File: src/skip_exec_pkg.sv
// package: constants, opcodes and carriers for the skip and table-read executor
// Notes on behaviour
// [RULE_01] plain skip-if-zero reads byte, writes it back, skips when byte is zero
// [RULE_02] skip-with-move copies the byte into the accumulator whatever its value
// [RULE_03] skip-with-move skips the next instruction when the copied byte is zero
// [RULE_04] nonzero value: execution continues with the next instruction, no skip
// [RULE_05] taken skip substitutes a dummy no-operation while next instruction fetches
// [RULE_06] taken skip occupies three instruction cycles in total
// [RULE_07] bit-test skip skips the next instruction when the selected bit is zero
// [RULE_08] table read fetches program word at high and low table pointers in page
// [RULE_09] table read stores low byte of the program word into data memory
// [RULE_10] table read puts high byte of the program word into the high-byte latch
// [RULE_11] skip instructions never modify any status flag
// [RULE_12] untaken skip finishes in its normal cycle count with no dummy cycle
package skip_exec_pkg;
	localparam int DATA_W = 8;
	localparam int ADDR_W = 8;
	localparam int PROG_W = 16;
	localparam int PADDR_W = 16;
	localparam int BIT_W = 3;
	// cycles spent by each instruction
	localparam logic [1:0] CYC_NORMAL = 2'h2;
	localparam logic [1:0] CYC_TAKEN = 2'h3;
	localparam logic [1:0] CYC_RESET = 2'h0;
	localparam logic [DATA_W-1:0] ACC_RESET = 8'h00;
	localparam logic [DATA_W-1:0] TABLE_HIGH_BYTE_LATCH_RESET = 8'h00;
	localparam logic [DATA_W-1:0] ZERO_BYTE = 8'h00;

	typedef enum logic [2:0] {
		OP_NONE = 3'b000,
		OP_SKIP_ZERO = 3'b001,
		OP_SKIP_ZERO_ACC = 3'b010,
		OP_SKIP_BIT = 3'b011,
		OP_TABLE_READ = 3'b100
	} op_t;

	typedef struct packed {
		op_t op;
		logic [ADDR_W-1:0] addr;
		logic [BIT_W-1:0] bit_sel;
	} instr_t;

	typedef struct packed {
		logic we;
		logic [ADDR_W-1:0] addr;
		logic [DATA_W-1:0] wdata;
	} dmem_wr_t;
endpackage

File: src/skip_test_unit.sv
// module: zero and bit test for skip decisions
`timescale 1ns/1ns
module skip_test_unit (
	input wire logic [7:0] value_in,
	input wire logic [2:0] bit_sel_in,
	input wire logic bit_mode_in,
	output logic is_zero_out
);
	wire byte_zero = (value_in == skip_exec_pkg::ZERO_BYTE);
	wire bit_zero = ~value_in[bit_sel_in];
	assign is_zero_out = bit_mode_in ? bit_zero : byte_zero; // RULE_07
endmodule // skip_test_unit

File: src/skip_and_table_read_exec.sv
// module: executes skip-if-zero, skip-with-move, bit-test skip and paged table read
`timescale 1ns/1ns
module skip_and_table_read_exec (
	input wire logic clk_in,
	input wire logic rst_in,
	input wire logic instr_valid_in,
	input wire skip_exec_pkg::instr_t instr_in,
	input wire logic [7:0] table_pointer_high_in,
	input wire logic [7:0] table_pointer_low_in,
	input wire logic [7:0] dmem_rdata_in,
	input wire logic [15:0] pmem_rdata_in,
	output logic busy_out,
	output logic [7:0] dmem_raddr_out,
	output skip_exec_pkg::dmem_wr_t dmem_wr_out,
	output logic [15:0] pmem_addr_out,
	output logic [7:0] accumulator_register_out,
	output logic [7:0] table_high_byte_latch_out,
	output logic dummy_nop_out,
	output logic skip_taken_out,
	output logic flags_we_out,
	output logic done_out,
	output logic [1:0] cycles_out
);
	// ------------------------------------------------------------
	// states
	// ------------------------------------------------------------
	typedef enum logic [1:0] {
		ST_IDLE = 2'b00,
		ST_EXEC = 2'b01,
		ST_DUMMY = 2'b10
	} state_t;

	state_t state_q;
	state_t state_d;
	skip_exec_pkg::instr_t cur_q;
	logic [7:0] acc_q;
	logic [7:0] table_high_byte_latch_q;
	skip_exec_pkg::dmem_wr_t wr_q;
	logic dummy_q;
	logic skip_q;
	logic done_q;
	logic [1:0] cyc_q;
	logic is_zero;
	skip_exec_pkg::instr_t cur_d;
	skip_exec_pkg::dmem_wr_t wr_d;
	logic [7:0] wr_data;
	logic wr_en;
	logic [7:0] acc_d;
	logic [7:0] table_high_byte_latch_d;
	logic fin_plain;
	logic fin_dummy;
	logic done_d;
	logic [1:0] cyc_d;

	// ------------------------------------------------------------
	// decode
	// ------------------------------------------------------------
	wire start = (state_q == ST_IDLE) && instr_valid_in &&
		(instr_in.op != skip_exec_pkg::OP_NONE);
	wire op_sz = (cur_q.op == skip_exec_pkg::OP_SKIP_ZERO);
	wire op_sza = (cur_q.op == skip_exec_pkg::OP_SKIP_ZERO_ACC);
	wire op_sb = (cur_q.op == skip_exec_pkg::OP_SKIP_BIT);
	wire op_tr = (cur_q.op == skip_exec_pkg::OP_TABLE_READ);
	wire in_exec = (state_q == ST_EXEC);
	wire skip_op = op_sz || op_sza || op_sb;
	// a nonzero test falls through, so the next instruction runs unskipped
	wire take = in_exec && skip_op && is_zero; // RULE_04

	skip_test_unit u_test (
		.value_in(dmem_rdata_in),
		.bit_sel_in(cur_q.bit_sel),
		.bit_mode_in(op_sb),
		.is_zero_out(is_zero)
	);

	// memory read address chosen in the exec cycle
	assign dmem_raddr_out = cur_q.addr;
	assign pmem_addr_out = {table_pointer_high_in, table_pointer_low_in}; // RULE_08
	assign busy_out = (state_q != ST_IDLE);
	// no flag path at all: a skip must never disturb the status bits
	assign flags_we_out = 1'b0; // RULE_11

	always_comb begin
		state_d = state_q;
		case (state_q)
			ST_IDLE: begin
				if (start) begin
					state_d = ST_EXEC;
				end
			end
			ST_EXEC: begin
				state_d = take ? ST_DUMMY : ST_IDLE; // RULE_05 RULE_12
			end
			ST_DUMMY: begin
				state_d = ST_IDLE;
			end
			default: begin
				state_d = ST_IDLE;
			end
		endcase
	end

	// ------------------------------------------------------------
	// state and latched instruction
	// ------------------------------------------------------------
	// the word is held for the exec cycle so fetch may already move on
	assign cur_d = start ? instr_in : cur_q;

	always_ff @(posedge clk_in or posedge rst_in) begin
		if (rst_in) begin
			state_q <= ST_IDLE;
		end else begin
			state_q <= state_d;
		end
	end

	always_ff @(posedge clk_in or posedge rst_in) begin
		if (rst_in) begin
			cur_q <= '0;
		end else begin
			cur_q <= cur_d;
		end
	end

	// ------------------------------------------------------------
	// data-memory write-back
	// ------------------------------------------------------------
	// plain skip rewrites the byte unchanged, table read writes its low byte
	assign wr_data = op_tr ? pmem_rdata_in[7:0] : dmem_rdata_in; // RULE_01 RULE_09
	// move-skip and bit-test leave memory alone, so no needless write
	assign wr_en = in_exec && (op_sz || op_tr);
	assign wr_d = '{
		we: wr_en,
		addr: cur_q.addr,
		wdata: wr_data
	};

	always_ff @(posedge clk_in or posedge rst_in) begin
		if (rst_in) begin
			wr_q <= '0;
		end else begin
			wr_q <= wr_d;
		end
	end

	// ------------------------------------------------------------
	// accumulator and table high-byte latch
	// ------------------------------------------------------------
	// the move copies every byte, zero too, on the same edge that registers the skip
	assign acc_d = (in_exec && op_sza) ? dmem_rdata_in : acc_q; // RULE_02
	// high byte latches on the edge that registers the low-byte write; data memory takes the low byte one edge later
	assign table_high_byte_latch_d = (in_exec && op_tr) ? pmem_rdata_in[15:8] : table_high_byte_latch_q; // RULE_10

	always_ff @(posedge clk_in or posedge rst_in) begin
		if (rst_in) begin
			acc_q <= skip_exec_pkg::ACC_RESET;
		end else begin
			acc_q <= acc_d;
		end
	end

	always_ff @(posedge clk_in or posedge rst_in) begin
		if (rst_in) begin
			table_high_byte_latch_q <= skip_exec_pkg::TABLE_HIGH_BYTE_LATCH_RESET;
		end else begin
			table_high_byte_latch_q <= table_high_byte_latch_d;
		end
	end

	// ------------------------------------------------------------
	// completion and cycle count
	// ------------------------------------------------------------
	assign fin_plain = in_exec && !take;
	assign fin_dummy = (state_q == ST_DUMMY);
	assign done_d = fin_plain || fin_dummy;
	// the count holds after done so a slow reader still sees it
	assign cyc_d = fin_dummy ? skip_exec_pkg::CYC_TAKEN : // RULE_06
		(fin_plain ? skip_exec_pkg::CYC_NORMAL : cyc_q); // RULE_12

	always_ff @(posedge clk_in or posedge rst_in) begin
		if (rst_in) begin
			dummy_q <= 1'b0;
		end else begin
			dummy_q <= take; // RULE_05
		end
	end

	always_ff @(posedge clk_in or posedge rst_in) begin
		if (rst_in) begin
			skip_q <= 1'b0;
		end else begin
			skip_q <= take; // RULE_03 RULE_07
		end
	end

	always_ff @(posedge clk_in or posedge rst_in) begin
		if (rst_in) begin
			done_q <= 1'b0;
		end else begin
			done_q <= done_d;
		end
	end

	always_ff @(posedge clk_in or posedge rst_in) begin
		if (rst_in) begin
			cyc_q <= skip_exec_pkg::CYC_RESET;
		end else begin
			cyc_q <= cyc_d;
		end
	end

	// ------------------------------------------------------------
	// outputs
	// ------------------------------------------------------------
	assign dmem_wr_out = wr_q;
	assign accumulator_register_out = acc_q;
	assign table_high_byte_latch_out = table_high_byte_latch_q;
	assign dummy_nop_out = dummy_q;
	assign skip_taken_out = skip_q;
	assign done_out = done_q;
	assign cycles_out = cyc_q;
endmodule // skip_and_table_read_exec

File: config.mk
export PLATFORM = sky130hd
export DESIGN_NAME = skip_and_table_read_exec
export DESIGN_NICKNAME = d
export VERILOG_FILES = /design/src/skip_exec_pkg.sv /design/src/skip_test_unit.sv /design/src/skip_and_table_read_exec.sv
export SDC_FILE = /design/constraint.sdc
export NUM_CORES = 1
export LEC_CHECK = 0
export BUFFER_PORTS_ARGS = -buffer_cell sky130_fd_sc_hd__buf_4
export CAP_MARGIN = 20
export CELL_PAD_IN_SITES_DETAIL_PLACEMENT = 1
export CELL_PAD_IN_SITES_GLOBAL_PLACEMENT = 1
export CORE_MARGIN = 2
export CORE_UTILIZATION = 31
export CTS_BUF_LIST = sky130_fd_sc_hd__clkbuf_8
export CTS_CLUSTER_DIAMETER = 200
export CTS_CLUSTER_SIZE = 28
export DETAILED_ROUTE_END_ITERATION = 16
export PLACE_DENSITY_LB_ADDON = 0.1
export SYNTH_ARGS = -nofsm -noshare
export SYNTH_HDL_FRONTEND = slang
export SYNTH_SLANG_ARGS = --single-unit
File: constraint.sdc
create_clock -name clk_in -period 1.6 [get_ports clk_in]
set_input_delay 0.08 -clock clk_in [delete_from_list [all_inputs] [get_ports clk_in]]
set_output_delay 0.08 -clock clk_in [all_outputs]
set_load 0.05 [all_outputs]
==> impl_results.md, run 1 <==
* Outcome: finished, violations left
* Failing checks: negative setup slack
* P_leak at between 1.5 and 2 nW
* Total GRT Usage at 15.3%
* HP Class: in2reg
* CP max FO at 3
* Crit end category: flop
* CP delay by family, top: multiplexers
* Synth async-reset ratio at 100%
* Design Area, Final at 0.00325 mm^2
* Layout Cells excl Fill at 355
* Unique masters post-synth at 31
* CTS tree: yes
* Internal power at 3.04 mW
* Number of flops mapped to enable cells by yosys at 0
* CP arrival at 1920 ps
* #FFs+latches synth at 53
* Routed wl met2 at 3.18 mm
* Metal1 wirelength at about 2.1 mm
* CTS sink count at 53
* Synth Flop Type: dfrtp_1
* Hold Violations, Final at 0
* Die Span Y at ~89 um
* Port bufs at 87
* Sequential Power Share at 35.8%
* Placement Setup Slack at -51.3 ps
* Fmax achieved at a little under 600 MHz
* Worst clock skew at 8.54 ps
* Fin worst setup slack at -85.0 ps
* P per Cell Area at around 1600 mW/mm^2
* Syn Nets at between 200 and 250
* Required time of the worst setup path at 1830 ps
* Diode count at 0
* Top Ports at approximately 120
* Clock-pin slew on the worst setup and hold paths at 100 ps
* Crit path launch type: flop
* Core Rows at 30
* RSZ-0062 raised after global routing: true
* Crit share post-route at 105%
* Commonest non-fill, non-tap cell in the layout: buf_4
* Die outline area at a little under 0.008 mm^2
* Crit-path max cell delay at 490 ps
* # Post-CTS Setup Buffers at 0
* VDD IR max at around 0.00076 V
* Critical path class: reg2reg
* DP Cell Count at roughly 320
* Yosys warnings at 0
* Routed met3 length at 325 um
* Number of DRC markers in iteration 0 at 44
* Min Tclk post-route at 1690 ps
* Fraction of layout instances using a drive strength above 1 at 43.6%
* Via count of the routed design at about 1.6k
* Syn Inst Count at 158
* Vias/cell at 4.41
* Post-DP HPWL at 4.08 mm
* Total gr overflow at 0
* Drt drc at 0
* Switching power at 2.31 mW
* Slowest CP cell: mux4_2
* Hold_ws at 6.96 ps
* Commonest non-fill, non-tap cells in the layout: buf_4 (94), dfrtp_1 (53), mux2_1 (36)
* Mapped Avg Cell Area at 14.0 um^2
* Post-synthesis cell area at 0.00221 mm^2
* # Max-Cap Violations at 0
* Final GP Congestion at 0.712
* Crit path cell chain: mux4_2, or2_4, a311o_1, a21oi_2
* Slew Limit Fails at 0
* Clock share of power at 17.5%
* Number of CTS-inserted buffers at 5
* Clock Latency Late Sink at around 310 ps
* Final nets at 315
* Layout Utilization at 47.3%
* H-tree lvl count at 2
* Net Sw Frac at 43.1%
* Die width at 88.5 um
* CORE AREA at roughly 0.007 mm^2
* WL/cell at 16.2 um
* Initial core utilization at 32.2%
* Vias in the first global route at 1798
* First-pass GRT wire length at 9.03 mm
* Root Buffer: clkbuf_8
* Routed WL at 5.73 mm
* Top layer in use: met4
* Largest net degree at the start of global routing at 20
* Routed Antenna Nets at 0
* Setup violators final at 5
* Combinational Power Share at between 40 and 50%
* Pre-antenna DRT Iters at 3
* Initial antenna violation count at 0
* Clk buf depth at 2
* Worst Path Buf+Inv at 0
* Area Growth Syn to Fin at 46.8%
* Register area share after synthesis at 59.9%
* Placement Cell Area at approximately 0.0029 mm^2
[Yosys cell counts (2+ instances only)]
cell type  instances  area, um^2
dfrtp_1           53        1330
mux2_1            36         405
buf_4             26         195
inv_1              5        18.8
nor2_1             4        15.0
o21ai_1            4        20.0
nand2_1            3        11.3
a21oi_1            2        10.0
buf_2              2        10.0
nor4_1             2        12.5
[cells by family (layout without fill, tap and decap cells)]
kind of cell              Yosys count  after routing  share of synthesized area [%]
muxes                              39             39                           20.3
DFF                                53             53                           59.9
and+or+nand+nor                    19             19                           5.37
xor gates and xnor gates            1              1                          0.396
AOI/OAI and AO/OA                  12             12                           3.73
buffers and inverters              33            134                           10.1
other                               1              1                          0.169
[path summary, 6_finish.rpt]
check / cells past startpoint / to / from / slack [ps]
setup / recovery: 4 / cycles_out[0]$_DFFE_PP0P_ / cur_q[0]$_DFFE_PP0P_ / -90
hold / removal: 2 / dmem_raddr_out[5]$_DFFE_PP0P_ / instr_in[8] / 7
setup reg to reg: 4 / cycles_out[0]$_DFFE_PP0P_ / cur_q[0]$_DFFE_PP0P_ / -90
hold reg to reg: 0 / dmem_wr_out[14]$_DFF_PP0_ / dmem_raddr_out[6]$_DFFE_PP0P_ / 410
max in group asynchronous: 4 / accumulator_register_out[0]$_DFFE_PP0P_ / rst_in / 690
min in group asynchronous: 3 / dmem_wr_out[15]$_DFF_PP0_ / rst_in / 320
[power groups by stage]
stage	logic [mW]	registers (mW)	clock network (mW)
finish	2.50	1.92	0.938
global route	2.61	1.97	1.04
CTS	2.51	1.92	0.968
detailed placement	2.45	1.95	0
global placement	2.41	1.91	0
floorplan	0.763	2.94	0
[through the flow]
step / setup TNS (ps) / total power, mW
2_1_floorplan: 0 / 3.70
3_3_place_gp: 0 / 4.32
3_5_place_dp: -137 / 4.40
4_1_cts: -276 / 5.40
5_1_grt: -533 / 5.61
6_report: -211 / 5.35
[what timing repair did]
action	CTS	global route
hold endpoints to repair	40	1
setup endpoints to repair	5	6
gates resized for setup	0	2
hold buffers	24	1
pin swaps	2	4
[layout make-up]
class	count	area, um^2
clock buffers	6	82.6
flip-flops and latches	53	1330
clock inverters	2	33.8
repair buffers	121	996
multi-input cells	72	672
well taps	96	120
fillers	737	3620
inverters	5	18.8
[state kept, by name (all words and copies together) (netlist names)]
name / cells
done_out: 1
accumulator_register_out: 8
table_high_byte_latch_out: 8
dmem_wr_out: 17
cycles_out: 2
state_q: 2
dmem_raddr_out: 8
cur_q: 6
skip_taken_out: 1
[per-layer routing]
layer  vias to the layer above  track usage, %
met4                         0            5.37
met5                         -               0
met2                        47            28.5
li1                        714               -
met3                        20            4.20
met1                       786            16.6
Note: power is estimated with default switching activity, not from simulation.
==> run 2, diff against run 1 <==
==> constraint.sdc (replaced) <==
create_clock -name clk_in -period 1.6 [get_ports clk_in]
set_input_delay 0 -clock clk_in [delete_from_list [all_inputs] [get_ports clk_in]]
set_output_delay 0 -clock clk_in [all_outputs]
set_load 0.05 [all_outputs]
==> run 2 against run 1 <==
  * Combinational power about the same
  * Count of clock-buffer cells in the layout up 1
  * Via count rose by 3.0%
  * Clock skew rose by 2.2 ps
  * Die area unchanged
  * Routed wire length down 2.6%
  * The run still ends with negative setup slack left
  * Design area rose by 3.9%
  * Non-clock buffer count increased by 15
  * Worst hold slack got worse by 6.9 ps
  * First-iteration DRC count fell by 9.1%
  * Critical path depth unchanged
  * Maximum frequency up 1.5%
  * Critical path type unchanged
==> impl_results.md, run 2 (synthesized netlist as in run 1, its figures left out) <==
* Fill cells at 710
* Net Sw Frac at a little over two fifths
* Diode count at 0
* Via count of the routed design at 1614
* Failing checks: negative setup slack
* H-tree lvl count at 2
* DP Cell Count at about 320
* Worst reg2reg endpoint: cycles_out[0]$_DFFE_PP0P_
* Worst clock skew at 10.7 ps
* Routed Antenna Nets at 0
* VDD IR max at 0.000699 V
* Core Rows at 30
* Die Span Y at 88.5 um
* Slew Limit Fails at 0
* Final nets at 330
* Die outline area at 0.00783 mm^2
* Commonest non-fill, non-tap cell in the layout: buf_4
* Required time of the worst setup path at ~1800 ps
* Outcome: finished, violations left
* Commonest non-fill, non-tap cells in the layout: buf_4 (95), dfrtp_1 (53), dlygate4sd3_1 (40)
* R2R Setup Slk at -60 ps
* Slowest CP cell: mux4_2
* Drt drc at 0
* Sequential Power Share at between 30% and 40%
* Number of flip-flops in the largest register at 17
* Switching power at ~2.3 mW
* Vias/cell at 4.36
* # Max-Cap Violations at 0
* Post-DP HPWL at 3.93 mm
* Min Tclk post-route at 1660 ps
* P per Cell Area at 1550 mW/mm^2
* Crit share post-route at 104%
* Die width at 88.5 um
* Critical path class: reg2reg
* Fin worst setup slack at -60.2 ps
* First-pass GRT wire length at 9.14 mm
* CORE AREA at around 0.0069 mm^2
* Area Growth Syn to Fin at 52.5%
* Largest net degree at the start of global routing at 20
* Fmax achieved at 602 MHz
* RSZ-0062 raised after global routing: true
* Root Buffer: clkbuf_8
* Worst reg2reg path depth at 4
* Number of DRC markers in iteration 0 at 40
* Total gr overflow at 0
* Crit end category: flop
* Clock Latency Late Sink at just over 300 ps
* Critical Path Sink: cycles_out[0]$_DFFE_PP0P_
* Routed WL at 5.59 mm
* Layout Cells excl Fill at 370
* Combinational Power Share at 47.8%
* CTS sink count at 53
* CP Launch Point: cur_q[0]$_DFFE_PP0P_
* Initial antenna violation count at 0
* Hold Startpoint: table_pointer_high_in[7]
* Port bufs at between 80 and 90
* Setup violators final at 3
* Initial core utilization at 32.2%
* Pre-antenna DRT Iters at 4
* Internal power at 2.95 mW
* WL/cell at 15.1 um
* Clk buf depth at 2
* Placement Setup Slack at -56.7 ps
* CP max FO at 3
* Clock-pin slew on the worst setup and hold paths at 90 ps
* Top Ports at about 120
* R2r startpoint: cur_q[0]$_DFFE_PP0P_
* Crit path launch type: flop
* Crit path cell chain: mux4_2, or2_4, a311o_1, a21oi_2
* Number of CTS-inserted buffers at 5
* Fraction of layout instances using a drive strength above 1 at a little over two fifths
* # Post-CTS Setup Buffers at 0
* HP Class: in2out
* Crit-path max cell delay at 490 ps
* Vias in the first global route at roughly 1.9k
* CP arrival at between 1500 and 2000 ps
* P_leak at around 1.6 nW
* Final GP Congestion at 0.719
* Hold Violations, Final at 0
* Total GRT Usage at 15.3%
* Clock share of power at 15.8%
* CTS tree: yes
-- run 2: cell types whose count changed in the layout (fill, tap and decap cells not counted), sizes merged --
cell,before,now
inv,6,5
dlygate4sd3,25,40
clkbuf,6,7
bufinv,1,0
clkinv,0,1
-- run 2: how the worst min path moves through the flow --
stage                     depth (start not counted)               endpoint
after floorplan                                   2  cur_q[13]$_DFFE_PP0P_
after global placement                            0      pmem_addr_out[10]
after detailed placement                          0      pmem_addr_out[10]
after CTS                                         0      pmem_addr_out[10]
after global routing                              0      pmem_addr_out[15]
final                                             0      pmem_addr_out[15]
-- run 2: metal layers --
layer	global-route usage, %	vias up	share of wire (%)
met4	5.79	0	2.0
met1	16.1	805	38
met5	0	-	0
li1	-	742	-
met3	4.10	19	5.1
met2	28.9	48	55
-- run 2: area by class of cell --
class | instances | area, um^2 | share of cell area, %
clock buffer | 7 | 96.3 | 2.86
clock inverter | 1 | 5.00 | 0.148
inverter | 5 | 18.8 | 0.556
multi-input combinational | 72 | 674 | 20.0
sequential | 53 | 1330 | 39.3
tap | 96 | 120 | 3.56
timing repair buffer | 136 | 1130 | 33.6
-- run 2: power groups by stage --
stage / registers, mW / clock network (mW) / logic [mW]
CTS: 1.92 / 0.858 / 2.52
detailed placement: 1.94 / 0 / 2.43
global placement: 1.91 / 0 / 2.40
finish: 1.91 / 0.829 / 2.51
floorplan: 2.94 / 0 / 0.763
global route: 1.96 / 0.922 / 2.63
-- run 2: worst max-delay path: cells and delay by family, from the launching register on --
family / cells / cell delay, ps
compound gates: 2 / 470
simple gates: 1 / 250
mux: 1 / 490
flops: 1 / 380
-- run 2: timing repair --
action,in CTS,in global routing
gates resized for setup,1,2
pin swaps,4,3
hold buffers,40,0
hold endpoints to repair,55,0
endpoints found under the setup margin,5,6
-- run 2: through the flow --
stage / utilization (%) / setup TNS, ps / cell area [um^2] / hold slack [ps] / power, mW
after CTS: 49.1 / -209 / 3370 / 0.370 / 5.29
after global routing: 49.1 / -457 / 3370 / 0.0776 / 5.51
final: 49.1 / -130 / 3370 / 0.0193 / 5.24
after global placement: 41.7 / 0 / 2860 / 0.370 / 4.31
after detailed placement: 41.7 / -138 / 2860 / 0.370 / 4.37
after floorplan: - / 0 / 2210 / 122 / 3.70
==> run 3, diff against run 2 <==
--- a/config.mk
+++ b/config.mk
@@ -10,12 +10,12 @@
 export CELL_PAD_IN_SITES_DETAIL_PLACEMENT = 1
 export CELL_PAD_IN_SITES_GLOBAL_PLACEMENT = 1
 export CORE_MARGIN = 2
-export CORE_UTILIZATION = 31
+export CORE_UTILIZATION = 35
 export CTS_BUF_LIST = sky130_fd_sc_hd__clkbuf_8
 export CTS_CLUSTER_DIAMETER = 200
-export CTS_CLUSTER_SIZE = 28
 export DETAILED_ROUTE_END_ITERATION = 16
 export PLACE_DENSITY_LB_ADDON = 0.1
 export SYNTH_ARGS = -nofsm -noshare
 export SYNTH_HDL_FRONTEND = slang
+export SYNTH_HIERARCHICAL = 1
 export SYNTH_SLANG_ARGS = --single-unit
==> constraint.sdc (replaced) <==
create_clock -name clk_in -period 2.1 [get_ports clk_in]
set_input_delay 0 -clock clk_in [delete_from_list [all_inputs] [get_ports clk_in]]
set_output_delay 0 -clock clk_in [all_outputs]
set_load 0.05 [all_outputs]
==> run 3 against run 2 <==
  * The flow now finishes without violations
  * Routed wire length increased by 0.91%
  * Sequential share of layout area fell by 0.27 points
  * Cell count down 5.4%
  * Critical path depth did not move
  * Sequential power down 25%
  * Combinational power decreased by 29%
  * Utilization grew 5.3 points
  * Synthesized area up 0.79%
  * Highest routed layer unchanged
==> impl_results.md, run 3 <==
* Synth async-reset ratio at 100%
* P_leak at 1.59 nW
* Register area share after synthesis at 59.5%
* Post-synthesis cell area at 0.00223 mm^2
* Number of flip-flops in the largest register at 17
* Clk buf depth at 2
* Dominant cells by area after synthesis: dfrtp_1 (59%), mux2_2 (17%), buf_4 (9.1%)
* Area Growth Syn to Fin at 52.3%
* Total GRT Usage at 16.8%
* WL/cell at 16.1 um
* Clock-pin slew on the worst setup and hold paths at 100 ps
* Commonest non-fill, non-tap cell in the layout: buf_4
* Top Ports at 121
* Root Buffer: clkbuf_8
* Pre-antenna DRT Iters at 2
* Clock Latency Late Sink at 300 ps
* Design Area, Final at 0.00340 mm^2
* VDD IR max at 0.000594 V
* Crit share post-route at 95.2%
* Vias in the first global route at 1865
* Placement Cell Area at 0.00279 mm^2
* Hold Violations, Final at 0
* Crit end category: flop
* Number of flops mapped to enable cells by yosys at 0
* Commonest non-fill, non-tap cells in the layout: buf_4 (90), dfrtp_1 (53), dlygate4sd3_1 (47)
* Fin worst setup slack at 101 ps
* Largest net degree at the start of global routing at 54
* First-pass GRT wire length at 9.39 mm
* CTS tree: yes
* CTS sink count at 53
* Setup TNS at 0 ps
* Unique masters post-synth at 36
* Via count of the routed design at between 1.5k and 2k
* Vias/cell at roughly 4.6
* Routed Antenna Nets at 0
* P per Cell Area at 1180 mW/mm^2
* Routed WL at 5.64 mm
* Number of DRC markers in iteration 0 at 37
* Most instantiated cells after synthesis: dfrtp_1 (53), mux2_2 (34), buf_4 (27)
* Die outline area at 0.00703 mm^2
* Required time of the worst setup path at roughly 2300 ps
* Die width at 83.8 um
* Setup violators final at 0
* Post-DP HPWL at 3.98 mm
* Final nets at 329
* Total gr overflow at 0
* Diode count at 0
* PostCTS Resize Cnt at 0
* Initial antenna violation count at 0
* Fill cells at 645
* Critical path class: reg2reg
* Most frequent cell after synthesis: dfrtp_1
* CORE AREA at 0.00624 mm^2
* Cell taking the most area after synthesis: dfrtp_1
* Outcome: finished, final reports clean
* Worst-Margin Slew at 652 ps
* HP Class: in2out
* Initial core utilization at 35.7%
* H-tree lvl count at 2
* # Max-Cap Violations at 0
* Slew Limit Fails at 0
* #FFs+latches synth at 53
* Final GP Congestion at 0.705
* Synth Flop Type: dfrtp_1
* Crit path launch type: flop
* Die Span Y at 83.8 um
* Drt drc at 0
* Fmax achieved at 500 MHz
* Mapped Avg Cell Area at 14.3 um^2
* RSZ-0062 raised after global routing: false
* Layout Utilization at 54.5%
* Port bufs at 87
* CP max FO at 8
* Fraction of layout instances using a drive strength above 1 at 52.4%
* Min Tclk post-route at 2000 ps
* Post-synth top area share at 59.5%
* Worst clock skew at slightly above 8 ps
* Core Rows at 29
* Number of CTS-inserted buffers at 5
* Placement Setup Slack at 164 ps
* Syn Inst Count at 156
* Yosys warnings at 6
* Rel. slew slack at 56.5%
* CP arrival at between 2000 and 2500 ps
* Syn Nets at 213
## run 3: changes by cell type after synthesis, moves of 2 or more
| cell | change |
|---|---|
| mux2_1 | -35 |
| mux2_2 | +33 |
| o21ai_1 | -4 |
| a22o_1 | +2 |
| buf_2 | -2 |
| inv_1 | -2 |
| nand2_1 | -2 |
## run 3: cell type report
type	instances	area, um^2	share of cell area, %
clock buffer	5	68.8	2.03
clock inverter	3	65.1	1.91
multi-input combinational	71	681	20.0
inverter	4	15.0	0.442
timing repair buffer	137	1150	33.7
tap	77	96.3	2.84
sequential	53	1330	39.0
## run 3: worst paths after layout
check | startpoint | to | slack (ps) | depth (start not counted)
setup / recovery | cur_q[11]$_DFFE_PP0P_ | dmem_wr_out[3]$_DFF_PP0_ | 100 | 4
hold / removal | table_pointer_low_in[5] | pmem_addr_out[5] | 0.07 | 0
setup reg to reg | cur_q[11]$_DFFE_PP0P_ | dmem_wr_out[3]$_DFF_PP0_ | 100 | 4
hold reg to reg | dmem_raddr_out[3]$_DFFE_PP0P_ | dmem_wr_out[11]$_DFF_PP0_ | 410 | 0
max in group asynchronous | rst_in | dmem_wr_out[1]$_DFF_PP0_ | 1240 | 4
min in group asynchronous | rst_in | cur_q[13]$_DFFE_PP0P_ | 430 | 4
## run 3: where the power goes
group | switching, mW | leakage (nW) | internal, mW
Clock | 0.323 | 0.0681 | 0.473
Combinational | 1.14 | 0.895 | 0.644
Sequential | 0.159 | 0.630 | 1.28
Total | 1.63 | 1.59 | 2.40
## run 3: metal layers
metal	track usage [%]	routed length [um]	part of all wire, %
met2	31.3	3130	55
met4	3.96	63	1.1
met1	17.9	1990	35
met3	6.33	458	8.1
met5	0	0	0
## run 3: critical path, stage by stage (launching register included)
cell and delay, ps:
dfrtp_1 490, nor3b_2 250, buf_4 230, mux2_2 350, dlygate4sd3_1 560
## run 3: kinds of logic (layout without fill, tap and decap cells)
family / after synthesis / after routing / share of synthesized area, %
xor+xnor: 1 / 1 / 0.393
simple gates: 20 / 20 / 6.51
compound gates: 11 / 11 / 3.65
buf+inv: 32 / 149 / 10.3
other cells: 1 / 1 / 0.168
mux: 38 / 38 / 19.6
flops: 53 / 53 / 59.5
## run 3: through the flow
stage	hold WS, ps	power (mW)	instances
final	0.0727	4.02	350
after CTS	0.633	4.06	350
after global placement	0.633	3.13	295
after detailed placement	0.633	3.18	295
after floorplan	117	2.73	156
after global routing	0.0795	4.22	350
## run 3: timing repair
action	in CTS	in global routing
hold endpoints to repair	91	0
hold buffers	47	0
buffers inserted	0	0
